## config.mk

```make
export PLATFORM = sky130hd
export DESIGN_NAME = sdieq_ctrl
export DESIGN_NICKNAME = d
export VERILOG_FILES = /design/src/rtl/sdieq_pkg.sv /design/src/rtl/sdieq_carrier_if.sv /design/src/rtl/sdieq_strap.sv /design/src/rtl/sdieq_carrier.sv /design/src/rtl/sdieq_ctrl.sv
export SDC_FILE = /design/constraint.sdc
export NUM_CORES = 1
export LEC_CHECK = 0
export BUFFER_PORTS_ARGS = -buffer_cell sky130_fd_sc_hd__clkbuf_2
export CAP_MARGIN = 20
export CORE_MARGIN = 2
export CORE_UTILIZATION = 30
export DETAILED_ROUTE_END_ITERATION = 12
export GPL_TIMING_DRIVEN = 0
export PLACE_DENSITY = 0.44
export SLEW_MARGIN = 15
export SYNTH_ARGS = -nofsm -noshare
export SYNTH_HDL_FRONTEND = slang
export SYNTH_SLANG_ARGS = --single-unit
```

## constraint.sdc

```tcl
create_clock -name mclk_i -period 4.6 [get_ports mclk_i]
set_input_delay 0.92 -clock mclk_i [delete_from_list [all_inputs] [get_ports mclk_i]]
set_output_delay 0.92 -clock mclk_i [all_outputs]
set_load 0.01 [all_outputs]
```

## src/rtl/sdieq_pkg.sv

```systemverilog
// Shared constants, types and decode functions of the equalizer control block.
package sdieq_pkg;

  typedef enum logic [1:0] {
    LVL_L = 2'h0,
    LVL_R = 2'h1,
    LVL_F = 2'h2,
    LVL_H = 2'h3
  } sdieq_level_t;

  typedef enum logic [1:0] {
    CST_SAVE  = 2'h0,
    CST_ADAPT = 2'h1,
    CST_LOCK  = 2'h2
  } sdieq_cstate_t;

  localparam logic [7:0] OFS_MUTE_LIMIT = 8'h03;
  localparam logic [7:0] OFS_MODE_CTRL = 8'h04;
  localparam logic [7:0] OFS_PATH_CTRL = 8'h05;
  localparam logic [7:0] OFS_CABLE_LEN = 8'h25;
  localparam logic [7:0] OFS_A_SWING = 8'h30;
  localparam logic [7:0] OFS_A_DEEMPH = 8'h31;
  localparam logic [7:0] OFS_B_SWING = 8'h32;
  localparam logic [7:0] OFS_B_DEEMPH = 8'h33;

  localparam int BIT_SWING_OVR = 5;
  localparam int BIT_DEEMPH_OVR = 6;
  localparam int BIT_SPLITTER = 0;
  localparam int BIT_ROUTE_OVR = 0;
  localparam int BIT_ROUTE_BOTH = 1;
  localparam int BIT_FUNC_OVR = 2;
  localparam int BIT_FUNC_BYPASS = 3;

  localparam logic [5:0] RST_MUTE_LIMIT = 6'h37;
  localparam logic [7:0] RST_CTRL = 8'h00;
  localparam logic [5:0] CABLE_LEN_MAX = 6'h37;

  localparam logic [2:0] DRV_LVL_H = 3'h0;
  localparam logic [2:0] DRV_LVL_F = 3'h2;
  localparam logic [2:0] DRV_LVL_R = 3'h3;
  localparam logic [2:0] DRV_LVL_L = 3'h5;

  // Comparator code of an open pin, used to preset the strap synchronisers.
  localparam logic [2:0] CMP_OPEN_PIN = 3'h3;

  // Comparators sit at 0.2, 0.5 and 0.8 of the I/O supply, bit 0 lowest.
  function automatic sdieq_level_t sdieq_classify(input logic [2:0] cmp);
    case (cmp)
      3'h0: sdieq_classify = LVL_L;
      3'h1: sdieq_classify = LVL_R;
      3'h7: sdieq_classify = LVL_H;
      // An open pin biases to two thirds of the supply, which is F.
      default: sdieq_classify = LVL_F;
    endcase
  endfunction : sdieq_classify

  function automatic logic [2:0] sdieq_drive_map(input sdieq_level_t lvl);
    case (lvl)
      LVL_H: sdieq_drive_map = DRV_LVL_H;
      LVL_F: sdieq_drive_map = DRV_LVL_F;
      LVL_R: sdieq_drive_map = DRV_LVL_R;
      default: sdieq_drive_map = DRV_LVL_L;
    endcase
  endfunction : sdieq_drive_map

endpackage : sdieq_pkg

```

## src/rtl/sdieq_carrier_if.sv

```systemverilog
// Carrier detect signals shared between the top and the carrier state machine.
interface sdieq_carrier_if;
  logic amp_raw;
  logic adapt_done_raw;
  logic amp_sync;
  logic carrier_missing_n;
  logic adapt_run;
  logic eq_power_down;
  logic power_save;
  sdieq_pkg::sdieq_cstate_t state;
  modport fsm (input amp_raw, adapt_done_raw, output amp_sync, carrier_missing_n,
    adapt_run, eq_power_down, power_save, state);
  modport top (output amp_raw, adapt_done_raw, input amp_sync, carrier_missing_n,
    adapt_run, eq_power_down, power_save, state);
endinterface : sdieq_carrier_if

```

## src/rtl/sdieq_strap.sv

```systemverilog
// Four-level strap pin classifier with input synchroniser.
module sdieq_strap
  import sdieq_pkg::*;
(
  input wire logic mclk_i,
  input wire logic rstn_i,
  input wire logic [2:0] cmp_i,
  output sdieq_level_t level_o
);
  logic [2:0] cmp_meta;
  logic [2:0] cmp_sync;

  always_ff @(posedge mclk_i or negedge rstn_i) begin
    if (!rstn_i) begin
      // Presetting to the open-pin code keeps a false low level out after reset.
      cmp_meta <= CMP_OPEN_PIN;
      cmp_sync <= CMP_OPEN_PIN;
      level_o <= LVL_F;
    end else begin
      cmp_meta <= cmp_i;
      cmp_sync <= cmp_meta;
      level_o <= sdieq_classify(cmp_sync);
    end
  end

  a_level_class: assert property (@(posedge mclk_i) disable iff (!rstn_i)
    (cmp_sync == 3'h7) |=> (level_o == LVL_H))
    else $error("Strap above all thresholds not decoded as high.");
endmodule : sdieq_strap

```

## src/rtl/sdieq_carrier.sv

```systemverilog
// Carrier detect, adaptation and power-save sequencing.
module sdieq_carrier
  import sdieq_pkg::*;
(
  input wire logic mclk_i,
  input wire logic rstn_i,
  sdieq_carrier_if.fsm cif
);
  logic amp_meta;
  logic done_meta;
  logic done_sync;
  sdieq_cstate_t next_state;

  always_comb begin
    next_state = cif.state;
    case (cif.state)
      CST_SAVE: begin
        if (cif.amp_sync) begin
          next_state = CST_ADAPT;
        end
      end
      CST_ADAPT: begin
        if (!cif.amp_sync) begin
          next_state = CST_SAVE;
        end else if (done_sync) begin
          next_state = CST_LOCK;
        end
      end
      CST_LOCK: begin
        if (!cif.amp_sync) begin
          next_state = CST_SAVE;
        end
      end
      default: next_state = CST_SAVE;
    endcase
  end

  always_ff @(posedge mclk_i or negedge rstn_i) begin
    if (!rstn_i) begin
      amp_meta <= 1'b0;
      cif.amp_sync <= 1'b0;
      done_meta <= 1'b0;
      done_sync <= 1'b0;
      cif.state <= CST_SAVE;
      cif.carrier_missing_n <= 1'b1;
      cif.adapt_run <= 1'b0;
      cif.eq_power_down <= 1'b1;
      cif.power_save <= 1'b1;
    end else begin
      amp_meta <= cif.amp_raw;
      cif.amp_sync <= amp_meta;
      done_meta <= cif.adapt_done_raw;
      done_sync <= done_meta;
      cif.state <= next_state;
      cif.carrier_missing_n <= (next_state != CST_LOCK);
      cif.adapt_run <= (next_state == CST_ADAPT);
      cif.eq_power_down <= (next_state == CST_SAVE);
      cif.power_save <= (next_state == CST_SAVE);
    end
  end
endmodule : sdieq_carrier

```

## src/rtl/sdieq_ctrl.sv

```systemverilog
// Top of the equalizer configuration and status control block.
// What this block does
// - Classify each strap into four levels.
// - Open strap pin decodes as F.
// - Carrier present: adapt, then flag carrier.
// - Carrier lost: power down, flag missing.
// - Power save follows carrier absence automatically.
// - Splitter mode enabled only by register.
// - Route strap: H both drivers, F driver A.
// - Register override replaces route strap.
// - Function strap: H bypass, F equalized.
// - Register override replaces function strap.
// - Drive strap maps to levels 0,2,3,5.
// - Per-driver swing override at bit 5.
// - Per-driver de-emphasis override at bit 6.
// - Report cable length estimate, 0 to 55.
// - Mute drivers when length exceeds threshold.
module sdieq_ctrl
  import sdieq_pkg::*;
(
  input wire logic mclk_i,
  input wire logic rstn_i,
  input wire logic [2:0] route_cmp_i,
  input wire logic [2:0] func_cmp_i,
  input wire logic [2:0] drive_cmp_i,
  input wire logic amp_above_i,
  input wire logic adapt_done_i,
  input wire logic [5:0] cable_len_i,
  input wire logic [7:0] reg_addr_i,
  input wire logic [7:0] reg_wdata_i,
  input wire logic reg_wr_i,
  input wire logic reg_rd_i,
  output logic [7:0] reg_rdata_o,
  output logic carrier_missing_n_o,
  output logic adapt_run_o,
  output logic eq_power_down_o,
  output logic power_save_o,
  output logic splitter_mode_o,
  output logic driver_a_en_o,
  output logic driver_b_en_o,
  output logic bypass_o,
  output logic mute_o,
  output logic [2:0] swing_a_o,
  output logic [2:0] deemph_a_o,
  output logic [2:0] swing_b_o,
  output logic [2:0] deemph_b_o
);

  sdieq_level_t route_lvl;
  sdieq_level_t func_lvl;
  sdieq_level_t drive_lvl;

  sdieq_strap u_route_strap (
    .mclk_i (mclk_i),
    .rstn_i (rstn_i),
    .cmp_i (route_cmp_i),
    .level_o (route_lvl)
  );

  sdieq_strap u_func_strap (
    .mclk_i (mclk_i),
    .rstn_i (rstn_i),
    .cmp_i (func_cmp_i),
    .level_o (func_lvl)
  );

  sdieq_strap u_drive_strap (
    .mclk_i (mclk_i),
    .rstn_i (rstn_i),
    .cmp_i (drive_cmp_i),
    .level_o (drive_lvl)
  );

  sdieq_carrier_if cif ();

  assign cif.amp_raw = amp_above_i;
  assign cif.adapt_done_raw = adapt_done_i;

  sdieq_carrier u_carrier (
    .mclk_i (mclk_i),
    .rstn_i (rstn_i),
    .cif (cif)
  );

  assign carrier_missing_n_o = cif.carrier_missing_n;
  assign adapt_run_o = cif.adapt_run;
  assign eq_power_down_o = cif.eq_power_down;
  assign power_save_o = cif.power_save;

  // Register file. Only defined bits are stored; the rest read as zero.
  logic [5:0] mute_limit;
  logic [7:0] mode_ctrl;
  logic [7:0] path_ctrl;
  logic [7:0] a_swing;
  logic [7:0] a_deemph;
  logic [7:0] b_swing;
  logic [7:0] b_deemph;

  wire logic wr_mute = reg_wr_i && (reg_addr_i == OFS_MUTE_LIMIT);
  wire logic wr_mode = reg_wr_i && (reg_addr_i == OFS_MODE_CTRL);
  wire logic wr_path = reg_wr_i && (reg_addr_i == OFS_PATH_CTRL);
  wire logic wr_a_sw = reg_wr_i && (reg_addr_i == OFS_A_SWING);
  wire logic wr_a_de = reg_wr_i && (reg_addr_i == OFS_A_DEEMPH);
  wire logic wr_b_sw = reg_wr_i && (reg_addr_i == OFS_B_SWING);
  wire logic wr_b_de = reg_wr_i && (reg_addr_i == OFS_B_DEEMPH);

  wire logic [7:0] swing_mask = 8'h27;
  wire logic [7:0] deemph_mask = 8'h47;
  wire logic [7:0] mode_mask = 8'h01;
  wire logic [7:0] path_mask = 8'h0F;

  always_ff @(posedge mclk_i or negedge rstn_i) begin
    if (!rstn_i) begin
      mute_limit <= RST_MUTE_LIMIT;
      mode_ctrl <= RST_CTRL;
      path_ctrl <= RST_CTRL;
      a_swing <= RST_CTRL;
      a_deemph <= RST_CTRL;
      b_swing <= RST_CTRL;
      b_deemph <= RST_CTRL;
    end else begin
      if (wr_mute) begin
        mute_limit <= reg_wdata_i[5:0];
      end
      if (wr_mode) begin
        mode_ctrl <= reg_wdata_i & mode_mask;
      end
      if (wr_path) begin
        path_ctrl <= reg_wdata_i & path_mask;
      end
      if (wr_a_sw) begin
        a_swing <= reg_wdata_i & swing_mask;
      end
      if (wr_a_de) begin
        a_deemph <= reg_wdata_i & deemph_mask;
      end
      if (wr_b_sw) begin
        b_swing <= reg_wdata_i & swing_mask;
      end
      if (wr_b_de) begin
        b_deemph <= reg_wdata_i & deemph_mask;
      end
    end
  end

  // The analog length estimate is synchronised and held within its range.
  // A new length is taken only once it reads the same on two edges, so a word
  // caught in the middle of a change never reaches the estimate.
  logic [5:0] len_meta;
  logic [5:0] len_sync;
  logic [5:0] len_prev;
  logic [5:0] cable_length_estimate;

  wire logic len_steady = (len_sync == len_prev);

  wire logic [5:0] next_estimate =
    (len_sync > CABLE_LEN_MAX) ? CABLE_LEN_MAX : len_sync;

  always_ff @(posedge mclk_i or negedge rstn_i) begin
    if (!rstn_i) begin
      len_meta <= 6'h00;
      len_sync <= 6'h00;
      len_prev <= 6'h00;
      cable_length_estimate <= 6'h00;
    end else begin
      len_meta <= cable_len_i;
      len_sync <= len_meta;
      len_prev <= len_sync;
      if (len_steady) begin
        cable_length_estimate <= next_estimate;
      end
    end
  end

  // Read data answers one cycle after the read strobe.
  logic [7:0] read_mux;

  always_comb begin
    case (reg_addr_i)
      OFS_MUTE_LIMIT: read_mux = {2'h0, mute_limit};
      OFS_MODE_CTRL: read_mux = mode_ctrl;
      OFS_PATH_CTRL: read_mux = path_ctrl;
      OFS_CABLE_LEN: read_mux = {2'h0, cable_length_estimate};
      OFS_A_SWING: read_mux = a_swing;
      OFS_A_DEEMPH: read_mux = a_deemph;
      OFS_B_SWING: read_mux = b_swing;
      OFS_B_DEEMPH: read_mux = b_deemph;
      default: read_mux = 8'h00;
    endcase
  end

  // Selection between strap decode and register override.
  wire logic route_ovr = path_ctrl[BIT_ROUTE_OVR];
  wire logic func_ovr = path_ctrl[BIT_FUNC_OVR];
  wire logic [2:0] strap_drive = sdieq_drive_map(drive_lvl);

  // Reserved route levels fall back to the single-driver path.
  wire logic next_b_en = route_ovr ? path_ctrl[BIT_ROUTE_BOTH]
                                   : (route_lvl == LVL_H);
  // Reserved function levels fall back to equalized data.
  wire logic next_bypass = func_ovr ? path_ctrl[BIT_FUNC_BYPASS]
                                    : (func_lvl == LVL_H);
  wire logic [2:0] next_swing_a =
    a_swing[BIT_SWING_OVR] ? a_swing[2:0] : strap_drive;
  wire logic [2:0] next_swing_b =
    b_swing[BIT_SWING_OVR] ? b_swing[2:0] : strap_drive;
  wire logic [2:0] next_deemph_a =
    a_deemph[BIT_DEEMPH_OVR] ? a_deemph[2:0] : strap_drive;
  wire logic [2:0] next_deemph_b =
    b_deemph[BIT_DEEMPH_OVR] ? b_deemph[2:0] : strap_drive;
  wire logic next_mute = (cable_length_estimate > mute_limit);

  always_ff @(posedge mclk_i or negedge rstn_i) begin
    if (!rstn_i) begin
      reg_rdata_o <= 8'h00;
      splitter_mode_o <= 1'b0;
      driver_a_en_o <= 1'b0;
      driver_b_en_o <= 1'b0;
      bypass_o <= 1'b0;
      mute_o <= 1'b0;
      swing_a_o <= 3'h0;
      swing_b_o <= 3'h0;
      deemph_a_o <= 3'h0;
      deemph_b_o <= 3'h0;
    end else begin
      if (reg_rd_i) begin
        reg_rdata_o <= read_mux;
      end
      splitter_mode_o <= mode_ctrl[BIT_SPLITTER];
      driver_a_en_o <= 1'b1;
      driver_b_en_o <= next_b_en;
      bypass_o <= next_bypass;
      mute_o <= next_mute;
      swing_a_o <= next_swing_a;
      swing_b_o <= next_swing_b;
      deemph_a_o <= next_deemph_a;
      deemph_b_o <= next_deemph_b;
    end
  end

  a_carrier_after_adapt: assert property (@(posedge mclk_i) disable iff (!rstn_i)
    $fell(carrier_missing_n_o) |-> $past(cif.state) == CST_ADAPT && cif.state == CST_LOCK)
    else $error("Carrier flagged present without completed adaptation.");

  a_carrier_loss: assert property (@(posedge mclk_i) disable iff (!rstn_i)
    (cif.state != CST_SAVE && !cif.amp_sync)
    |=> carrier_missing_n_o && eq_power_down_o && cif.state == CST_SAVE)
    else $error("Carrier loss did not power down and flag missing.");

  a_power_save_tie: assert property (@(posedge mclk_i) disable iff (!rstn_i)
    power_save_o == (cif.state == CST_SAVE) && (power_save_o -> carrier_missing_n_o))
    else $error("Power save does not follow carrier absence.");

  a_save_exit: assert property (@(posedge mclk_i) disable iff (!rstn_i)
    (cif.state == CST_SAVE && cif.amp_sync) |=> !power_save_o && adapt_run_o)
    else $error("Power save not left when signal returned.");

  a_splitter_write: assert property (@(posedge mclk_i) disable iff (!rstn_i)
    wr_mode |=> ##1 splitter_mode_o == $past(reg_wdata_i[BIT_SPLITTER], 2))
    else $error("Splitter mode does not follow its register write.");

  a_route_strap: assert property (@(posedge mclk_i) disable iff (!rstn_i)
    $past(rstn_i) && !route_ovr
    |=> driver_a_en_o && driver_b_en_o == ($past(route_lvl) == LVL_H))
    else $error("Driver routing does not follow route strap.");

  a_route_override: assert property (@(posedge mclk_i) disable iff (!rstn_i)
    route_ovr |=> driver_b_en_o == $past(path_ctrl[BIT_ROUTE_BOTH]))
    else $error("Route override bit not applied.");

  a_func_strap: assert property (@(posedge mclk_i) disable iff (!rstn_i)
    (!func_ovr && func_lvl == LVL_H) |=> bypass_o)
    else $error("Function strap high did not select bypass.");

  a_func_override: assert property (@(posedge mclk_i) disable iff (!rstn_i)
    func_ovr |=> bypass_o == $past(path_ctrl[BIT_FUNC_BYPASS]))
    else $error("Function override bit not applied.");

  a_drive_strap: assert property (@(posedge mclk_i) disable iff (!rstn_i)
    (!a_swing[BIT_SWING_OVR] && !b_deemph[BIT_DEEMPH_OVR] && drive_lvl == LVL_L)
    |=> swing_a_o == 3'h5 && deemph_b_o == 3'h5)
    else $error("Drive strap low did not give level five.");

  a_swing_override: assert property (@(posedge mclk_i) disable iff (!rstn_i)
    wr_b_sw && reg_wdata_i[BIT_SWING_OVR] |=> ##1 swing_b_o == $past(reg_wdata_i[2:0], 2))
    else $error("Driver B swing override not applied.");

  a_deemph_override: assert property (@(posedge mclk_i) disable iff (!rstn_i)
    wr_a_de && reg_wdata_i[BIT_DEEMPH_OVR] |=> ##1 deemph_a_o == $past(reg_wdata_i[2:0], 2))
    else $error("Driver A de-emphasis override not applied.");

  a_length_range: assert property (@(posedge mclk_i) disable iff (!rstn_i)
    cable_length_estimate <= CABLE_LEN_MAX)
    else $error("Cable length estimate out of range.");

  a_mute_set: assert property (@(posedge mclk_i) disable iff (!rstn_i)
    (cable_length_estimate > mute_limit) |=> mute_o)
    else $error("Drivers not muted beyond threshold.");

  a_mute_release: assert property (@(posedge mclk_i) disable iff (!rstn_i)
    (cable_length_estimate <= mute_limit) |=> !mute_o)
    else $error("Drivers not unmuted within threshold.");

  a_strap_default: assert property (@(posedge mclk_i) disable iff (!rstn_i)
    $past(rstn_i) && !a_deemph[BIT_DEEMPH_OVR]
    |=> deemph_a_o == sdieq_drive_map($past(drive_lvl)))
    else $error("Cleared override did not return to strap setting.");

endmodule : sdieq_ctrl

```

==> impl_results.md, run 1 <==
* Initial antenna violation count at 1
* Pleak at 2.35 nW
* GRT Residual Overflow at 0
* Synth Net Count at 344
* TritonRoute pass-1 iters at 5
* Avg WL per Cell at 15.2 um
* PostCTS Resize Cnt at 0
* Setup violations, final at 0
* Met3 Use GR at 0.0307
* Power Dens Cells at 404 mW/mm^2
* Final min period at 2370 ps
* Nets at 419
* Worst min path class: flip-flop to flip-flop
* Synth cell types at 51
* Rel. slew slack at 0.513
* Grt met2 use at 0.191
* Top post-synthesis cells by count: dfrtp_1 (86), mux2_2 (36), dfstp_2 (22)
* Worst Path Max Fanout at 9
* DR vias at 2,522
* TNS Setup at 0 ps
* Setup CP Type: input port to flip-flop
* Number of I/O pins at 66
* DRC marker count from the first detailed-route iteration at 99
* Detail Route Antenna Nets at 0
* Startpoint Class: input port
* Vias in the first global route at 2,641
* Num rows at 43
* Largest net degree at the start of global routing at 59
* Post CTS Setup Buffer Count at 0
* Clock Pin Slew Worst Setup and Hold Paths at 70 ps
* TritonCTS clock tree: yes
* Die X at 123 um
* Antenna fix cells at 0
* Async SR Flop Fraction at 1.00
* CP Cell Sequence: clkbuf_2 -> nor3b_4 -> nor4b_4 -> and3b_2 -> mux2_2
* Max Clock Skew at 5.07 ps
* Drt total wl at 8.51 mm
* Final core utilization at 0.370
* Core area at 0.0138 sq mm
* Most Crowded Layer GR: met2
* Area grow syn2layout at 20.6%
* Synth top area cells: dfrtp_1 (51%), dfstp_2 (14%), mux2_2 (9.6%)
* Max-cap violations at 0
* Critical Path Max Stage Delay at 540 ps
* Starting density of the core at 0.306
* Global Route Usage Sum at 0.129
* H-tree depth at 3
* Ys flop type: dfrtp_1
* Total CTS buffers at 9
* CP arrival at 2600 ps
* Mapped Cells at 299
* Port bufs at 63
* Sequential share of the synthesized area at 0.644
* RSZ-0062 raised after global routing: false
* Die H at 123 um
* Worst-skew pair later-pin latency at 350 ps
* Actual slew at the worst max-slew pin at 724 ps
* Crit path capture type: flip-flop
* Status: finished clean
* Peak Freq at 422 MHz
* Vias per cell at 4.51
* Post-DP HPWL at 6.16 mm
* Yosys top cell by area: dfrtp_1
* Clk sinks at 108
* EDFF count, synth at 0
* Mapped Area at 0.00424 sq mm
* Post-route DRC at 0
* Synth Warn # at 0
* Most common cell in the netlist: dfrtp_1
* Req. time, crit path at 4830 ps
* Slew Limit Fails at 0
* Share of cells above drive strength 1 at 0.409
* Crit path buffers/inverters at 1
* Final Hold Vio Count at 0
* Die Area at 0.0151 sq mm
* Final hold slack at 348 ps
* Cts hold-fix bufs at 0
* Placer Congestion at 0.807
* First-pass GRT wire length at 14.2 mm
* Top Family by Delay on Critical Path: simple AND/OR/NAND/NOR gates
* CTS max path bufs at 2
* Yosys reg bits at 108
* Synth top area share at 0.508
* Period utilization at 0.515
* Slowest stage cell, crit path: nor4b_4
* Root Buffer: clkbuf_16
* Mean post-synth cell area at 14.2 sq um
* VDD IR max at 0.138 mV
* GR Util met1 at 0.173
-- final cells by class --
cell class                      count  area, sq um
Buffer                              6         37.5
Clock buffer                       13          250
Clock inverter                      3         46.3
Fill cell                        1341         8720
Inverter                           13         48.8
Multi-Input combinational cell    172         1420
Sequential cell                   108         2730
Tap cell                          180          225
Timing Repair Buffer               64          352
-- power breakdown --
group | switching [mW] | internal [mW] | total (mW) | leakage, nW
Combinational | 0.110 | 0.104 | 0.214 | 0.887
Clock | 0.336 | 0.440 | 0.775 | 0.140
Sequential | 0.0457 | 1.03 | 1.07 | 1.32
Total | 0.491 | 1.57 | 2.06 | 2.35
-- metrics by stage --
step	worst slack (ps)	std cells	total power [mW]	area (sq um)
after global placement	1090	542	1.30	4780
after CTS	2270	559	2.11	5110
after global routing	2160	559	2.18	5110
final	2230	559	2.06	5110
after detailed placement	1890	543	1.31	4810
after floorplan	2350	299	1.20	4240
-- kinds of logic after synthesis --
group,count (synthesis),synth area share
AOI/OAI and AO/OA,34,0.0602
adders and majority gates,8,0.0236
xor gates and xnor gates,6,0.0124
and+or+nand+nor,71,0.100
DFF,108,0.644
muxes,51,0.137
buffers and inverters,19,0.0204
other,2,0.00177
-- layout by cell type, fill, tap and decap left out, drive strengths merged, types with 7 or more instances in the layout --
cell    synthesis  final
nor2           14     14
clkbuf          1     77
nand2          18     18
dfstp          22     22
dfrtp          86     86
mux2           44     44
inv            12     13
ha              8      8
mux2i           7      7
-- routing by layer --
| metal | wire [um] | share of wire |
|---|---|---|
| met5 | 11 | 0.0013 |
| met3 | 453 | 0.053 |
| met4 | 218 | 0.026 |
| met2 | 3850 | 0.45 |
| met1 | 3970 | 0.47 |
-- registers in the layout (all words and copies together), names as in the netlist, 4 cells and up --
name,cells
a_deemph,4
a_swing,4
b_deemph,4
b_swing,4
cable_length_estimate,6
len_meta,6
len_prev,6
len_sync,6
mute_limit,6
path_ctrl,4
reg_rdata_o,7
-- worst paths after layout --
| path | from | endpoint | slack [ps] | depth (start not counted) |
|---|---|---|---|---|
| max in group asynchronous | rstn_i | u_drive_strap.level_o[1] | 3420 | 2 |
| min | u_drive_strap.cmp_meta[2] | u_drive_strap.cmp_sync[2] | 350 | 0 |
| max reg2reg | len_sync[5] | cable_length_estimate[5] | 2930 | 4 |
| min in group asynchronous | rstn_i | u_carrier.done_meta | 500 | 1 |
| max | reg_addr_i[7] | a_swing[2] | 2230 | 5 |
| min reg2reg | u_drive_strap.cmp_meta[2] | u_drive_strap.cmp_sync[2] | 350 | 0 |
-- worst register-to-register path: cells and delay by family (launching register included) --
family	cells	cell delay (ps)
and+or+nand+nor	2	520
xor gates and xnor gates	1	190
muxes	1	400
DFF	1	440
(Power assumes the default switching activity.)
==> run 2: changes to the inputs <==
--- a/config.mk
+++ b/config.mk
@@ -5,13 +5,14 @@
 export SDC_FILE = /design/constraint.sdc
 export NUM_CORES = 1
 export LEC_CHECK = 0
+export ABC_AREA = 1
 export BUFFER_PORTS_ARGS = -buffer_cell sky130_fd_sc_hd__clkbuf_2
 export CAP_MARGIN = 20
 export CORE_MARGIN = 2
 export CORE_UTILIZATION = 30
 export DETAILED_ROUTE_END_ITERATION = 12
 export GPL_TIMING_DRIVEN = 0
-export PLACE_DENSITY = 0.44
+export PLACE_DENSITY = 0.45
 export SLEW_MARGIN = 15
 export SYNTH_ARGS = -nofsm -noshare
 export SYNTH_HDL_FRONTEND = slang
==> constraint.sdc (replaced) <==
create_clock -name mclk_i -period 2 [get_ports mclk_i]
set_input_delay 0.4 -clock mclk_i [delete_from_list [all_inputs] [get_ports mclk_i]]
set_output_delay 0.4 -clock mclk_i [all_outputs]
set_load 0.01 [all_outputs]
==> impl_results.md, run 2 <==
* Status: finished clean
* Commonest non-fill, non-tap cell in the layout: nand2_1
* Slew Limit Fails at 0
* Final core utilization at 0.374
* Num rows at 43
* GRT Residual Overflow at 0
* Ys flop type: dfrtp_1
* TritonCTS clock tree: yes
* Core area at 0.0139 sq mm
* Max reg flops at 7
* Final min period at 1500 ps
* Post-DP HPWL at 6.20 mm
* Synth cell types at 34
* Yosys top cell by area: dfrtp_1
* Final Hold Vio Count at 0
* Final hold slack at 124 ps
* Die Area at 0.0153 sq mm
* Req. time, crit path at 2260 ps
* R2R setup slack at 500 ps
* Mapped Cells at 407
* Avg WL per Cell at 12.9 um
* Area grow syn2layout at 21.2%
* Cells after DPL at 651
* Synth Net Count at 452
* Sw Share at 0.244
* Initial antenna violation count at 0
* PostCTS Resize Cnt at 0
* Cts hold-fix bufs at 1
* Worst min path class: input port to flip-flop
* Share of cells above drive strength 1 at 0.285
* Detail Route Antenna Nets at 0
* Max Clock Skew at 6.86 ps
* Post CTS Setup Buffer Count at 0
* Largest Register: reg_rdata_o
* TritonRoute pass-1 iters at 4
* Nets at 528
* Largest net degree at the start of global routing at 74
* DP Area at 0.00487 sq mm
* Peak Freq at 666 MHz
* Logic gate share of total power at 0.091
* Flop pwr share at 0.510
* Crit path capture type: flip-flop
* Port bufs at 63
* EDFF count, synth at 0
* Startpoint Class: flip-flop
* Total CTS buffers at 9
* Global Route Usage Sum at 0.128
* Post-route cell area at 0.00520 sq mm
* Period utilization at 0.751
* RSZ-0062 raised after global routing: false
* Synth top area cells: dfrtp_1 (50%), dfstp_2 (13%), nand2_1 (8.5%)
* R2r worst-path depth at 6
* Metal2 WL at 4.09 mm
* Sequential share of the synthesized area at 0.636
* Clock Pin Slew Worst Setup and Hold Paths at 70 ps
* DRC marker count from the first detailed-route iteration at 127
* Synth Warn # at 0
* Die X at 124 um
* Async SR Flop Fraction at 1.00
* Vias per cell at 4.30
* First-pass GRT wire length at 14.5 mm
* DR vias at 2,875
* Starting density of the core at 0.308
* Final-layout fill cell count at 1,391
* Setup CP Type: flip-flop to flip-flop
* Most common cell in the netlist: nand2_1
* Yosys reg bits at 108
* H-tree depth at 3
* Top post-synthesis cells by count: nand2_1 (97), dfrtp_1 (86), inv_1 (36)
* Internal power at 3.64 mW
* CTS max path bufs at 2
* Worst-skew pair later-pin latency at 350 ps
* Number of I/O pins at 66
* Max layer used: met4
* Setup violations, final at 0
* Die H at 124 um
* Mean post-synth cell area at 10.6 sq um
* Clk sinks at 108
* Mapped Area at 0.00429 sq mm
* Sw Pwr at 1.18 mW
* Met3 Wirelength at 367 um
* Power Dens Cells at 925 mW/mm^2
* Worst Path Max Fanout at 3
* Post-route DRC at 0
* VDD IR max at 0.377 mV
* Total power at 4.82 mW
* Most frequent cells in the layout: nand2_1 (97), dfrtp_1 (86), clkbuf_2 (62)
* Antenna fix cells at 0
* Drt total wl at 8.64 mm
* Vias in the first global route at 2,944
* Max-cap violations at 0
* Synth top area share at 0.501
* Post-Route M1 WL at 4.01 mm
* Clock power share at 0.399
* Root Buffer: clkbuf_16
* Final non-filler cell total at 668
* Pleak at 2.59 nW
* Hold Crit Depth at 1
* Placer Congestion at 0.781
* CP arrival at 1760 ps
==> run 2: cell type report <==
type                            count  area (sq um)  area share
Buffer                              5          52.6      0.0101
Multi-Input combinational cell    253          1360       0.261
Sequential cell                   108          2730       0.525
Tap cell                          180           225      0.0433
Clock inverter                      7          98.8      0.0190
Inverter                           41           154      0.0296
Clock buffer                        9           225      0.0433
Timing Repair Buffer               65           362      0.0695
==> run 2: layer usage <==
metal,up-vias,global-route usage
li1,1454,-
met1,1356,0.161
met2,55,0.209
met3,10,0.0256
met4,0,0.0661
met5,-,0
==> run 2: per-stage QoR <==
| stage | TNS (ps) | setup WS, ps |
|---|---|---|
| 2_1_floorplan | 0 | 716 |
| 3_3_place_gp | -89080 | -971 |
| 3_5_place_dp | 0 | 295 |
| 4_1_cts | 0 | 492 |
| 5_1_grt | 0 | 404 |
| 6_report | 0 | 497 |
==> run 2: final timing paths <==
path / start / to
worst max register to register: mute_limit[5] / mute_o
worst min-delay path: route_cmp_i[1] / u_route_strap.cmp_meta[1]
worst min register to register: len_meta[1] / len_sync[1]
min in group asynchronous: rstn_i / swing_a_o[0]
max in group asynchronous: rstn_i / u_route_strap.level_o[1]
worst max-delay path: mute_limit[5] / mute_o
==> run 2: cell families after synthesis <==
kind of cell | count (synthesis) | synth area share
simple gates | 175 | 0.194
flops | 108 | 0.636
mux | 1 | 0.00350
xor+xnor | 3 | 0.00612
other cells | 2 | 0.00175
compound gates | 64 | 0.0874
fa+ha+maj | 8 | 0.0233
buf+inv | 46 | 0.0481
==> run 2: worst max-delay path: stages (launching register included) <==
cell and delay [ps]:
dfstp_2 510, inv_1 60, ha_1 290, nand2_1 80, nor2_1 130, o21ai_0 120
a32oi_1 210
==> run 2: power by group through the flow <==
stage | Clock [mW] | Combinational (mW) | Sequential (mW)
after floorplan | 0 | 0.235 | 2.49
after global placement | 0 | 0.427 | 2.50
after detailed placement | 0 | 0.446 | 2.50
after CTS | 1.99 | 0.450 | 2.46
after global routing | 2.09 | 0.504 | 2.48
final | 1.92 | 0.438 | 2.46
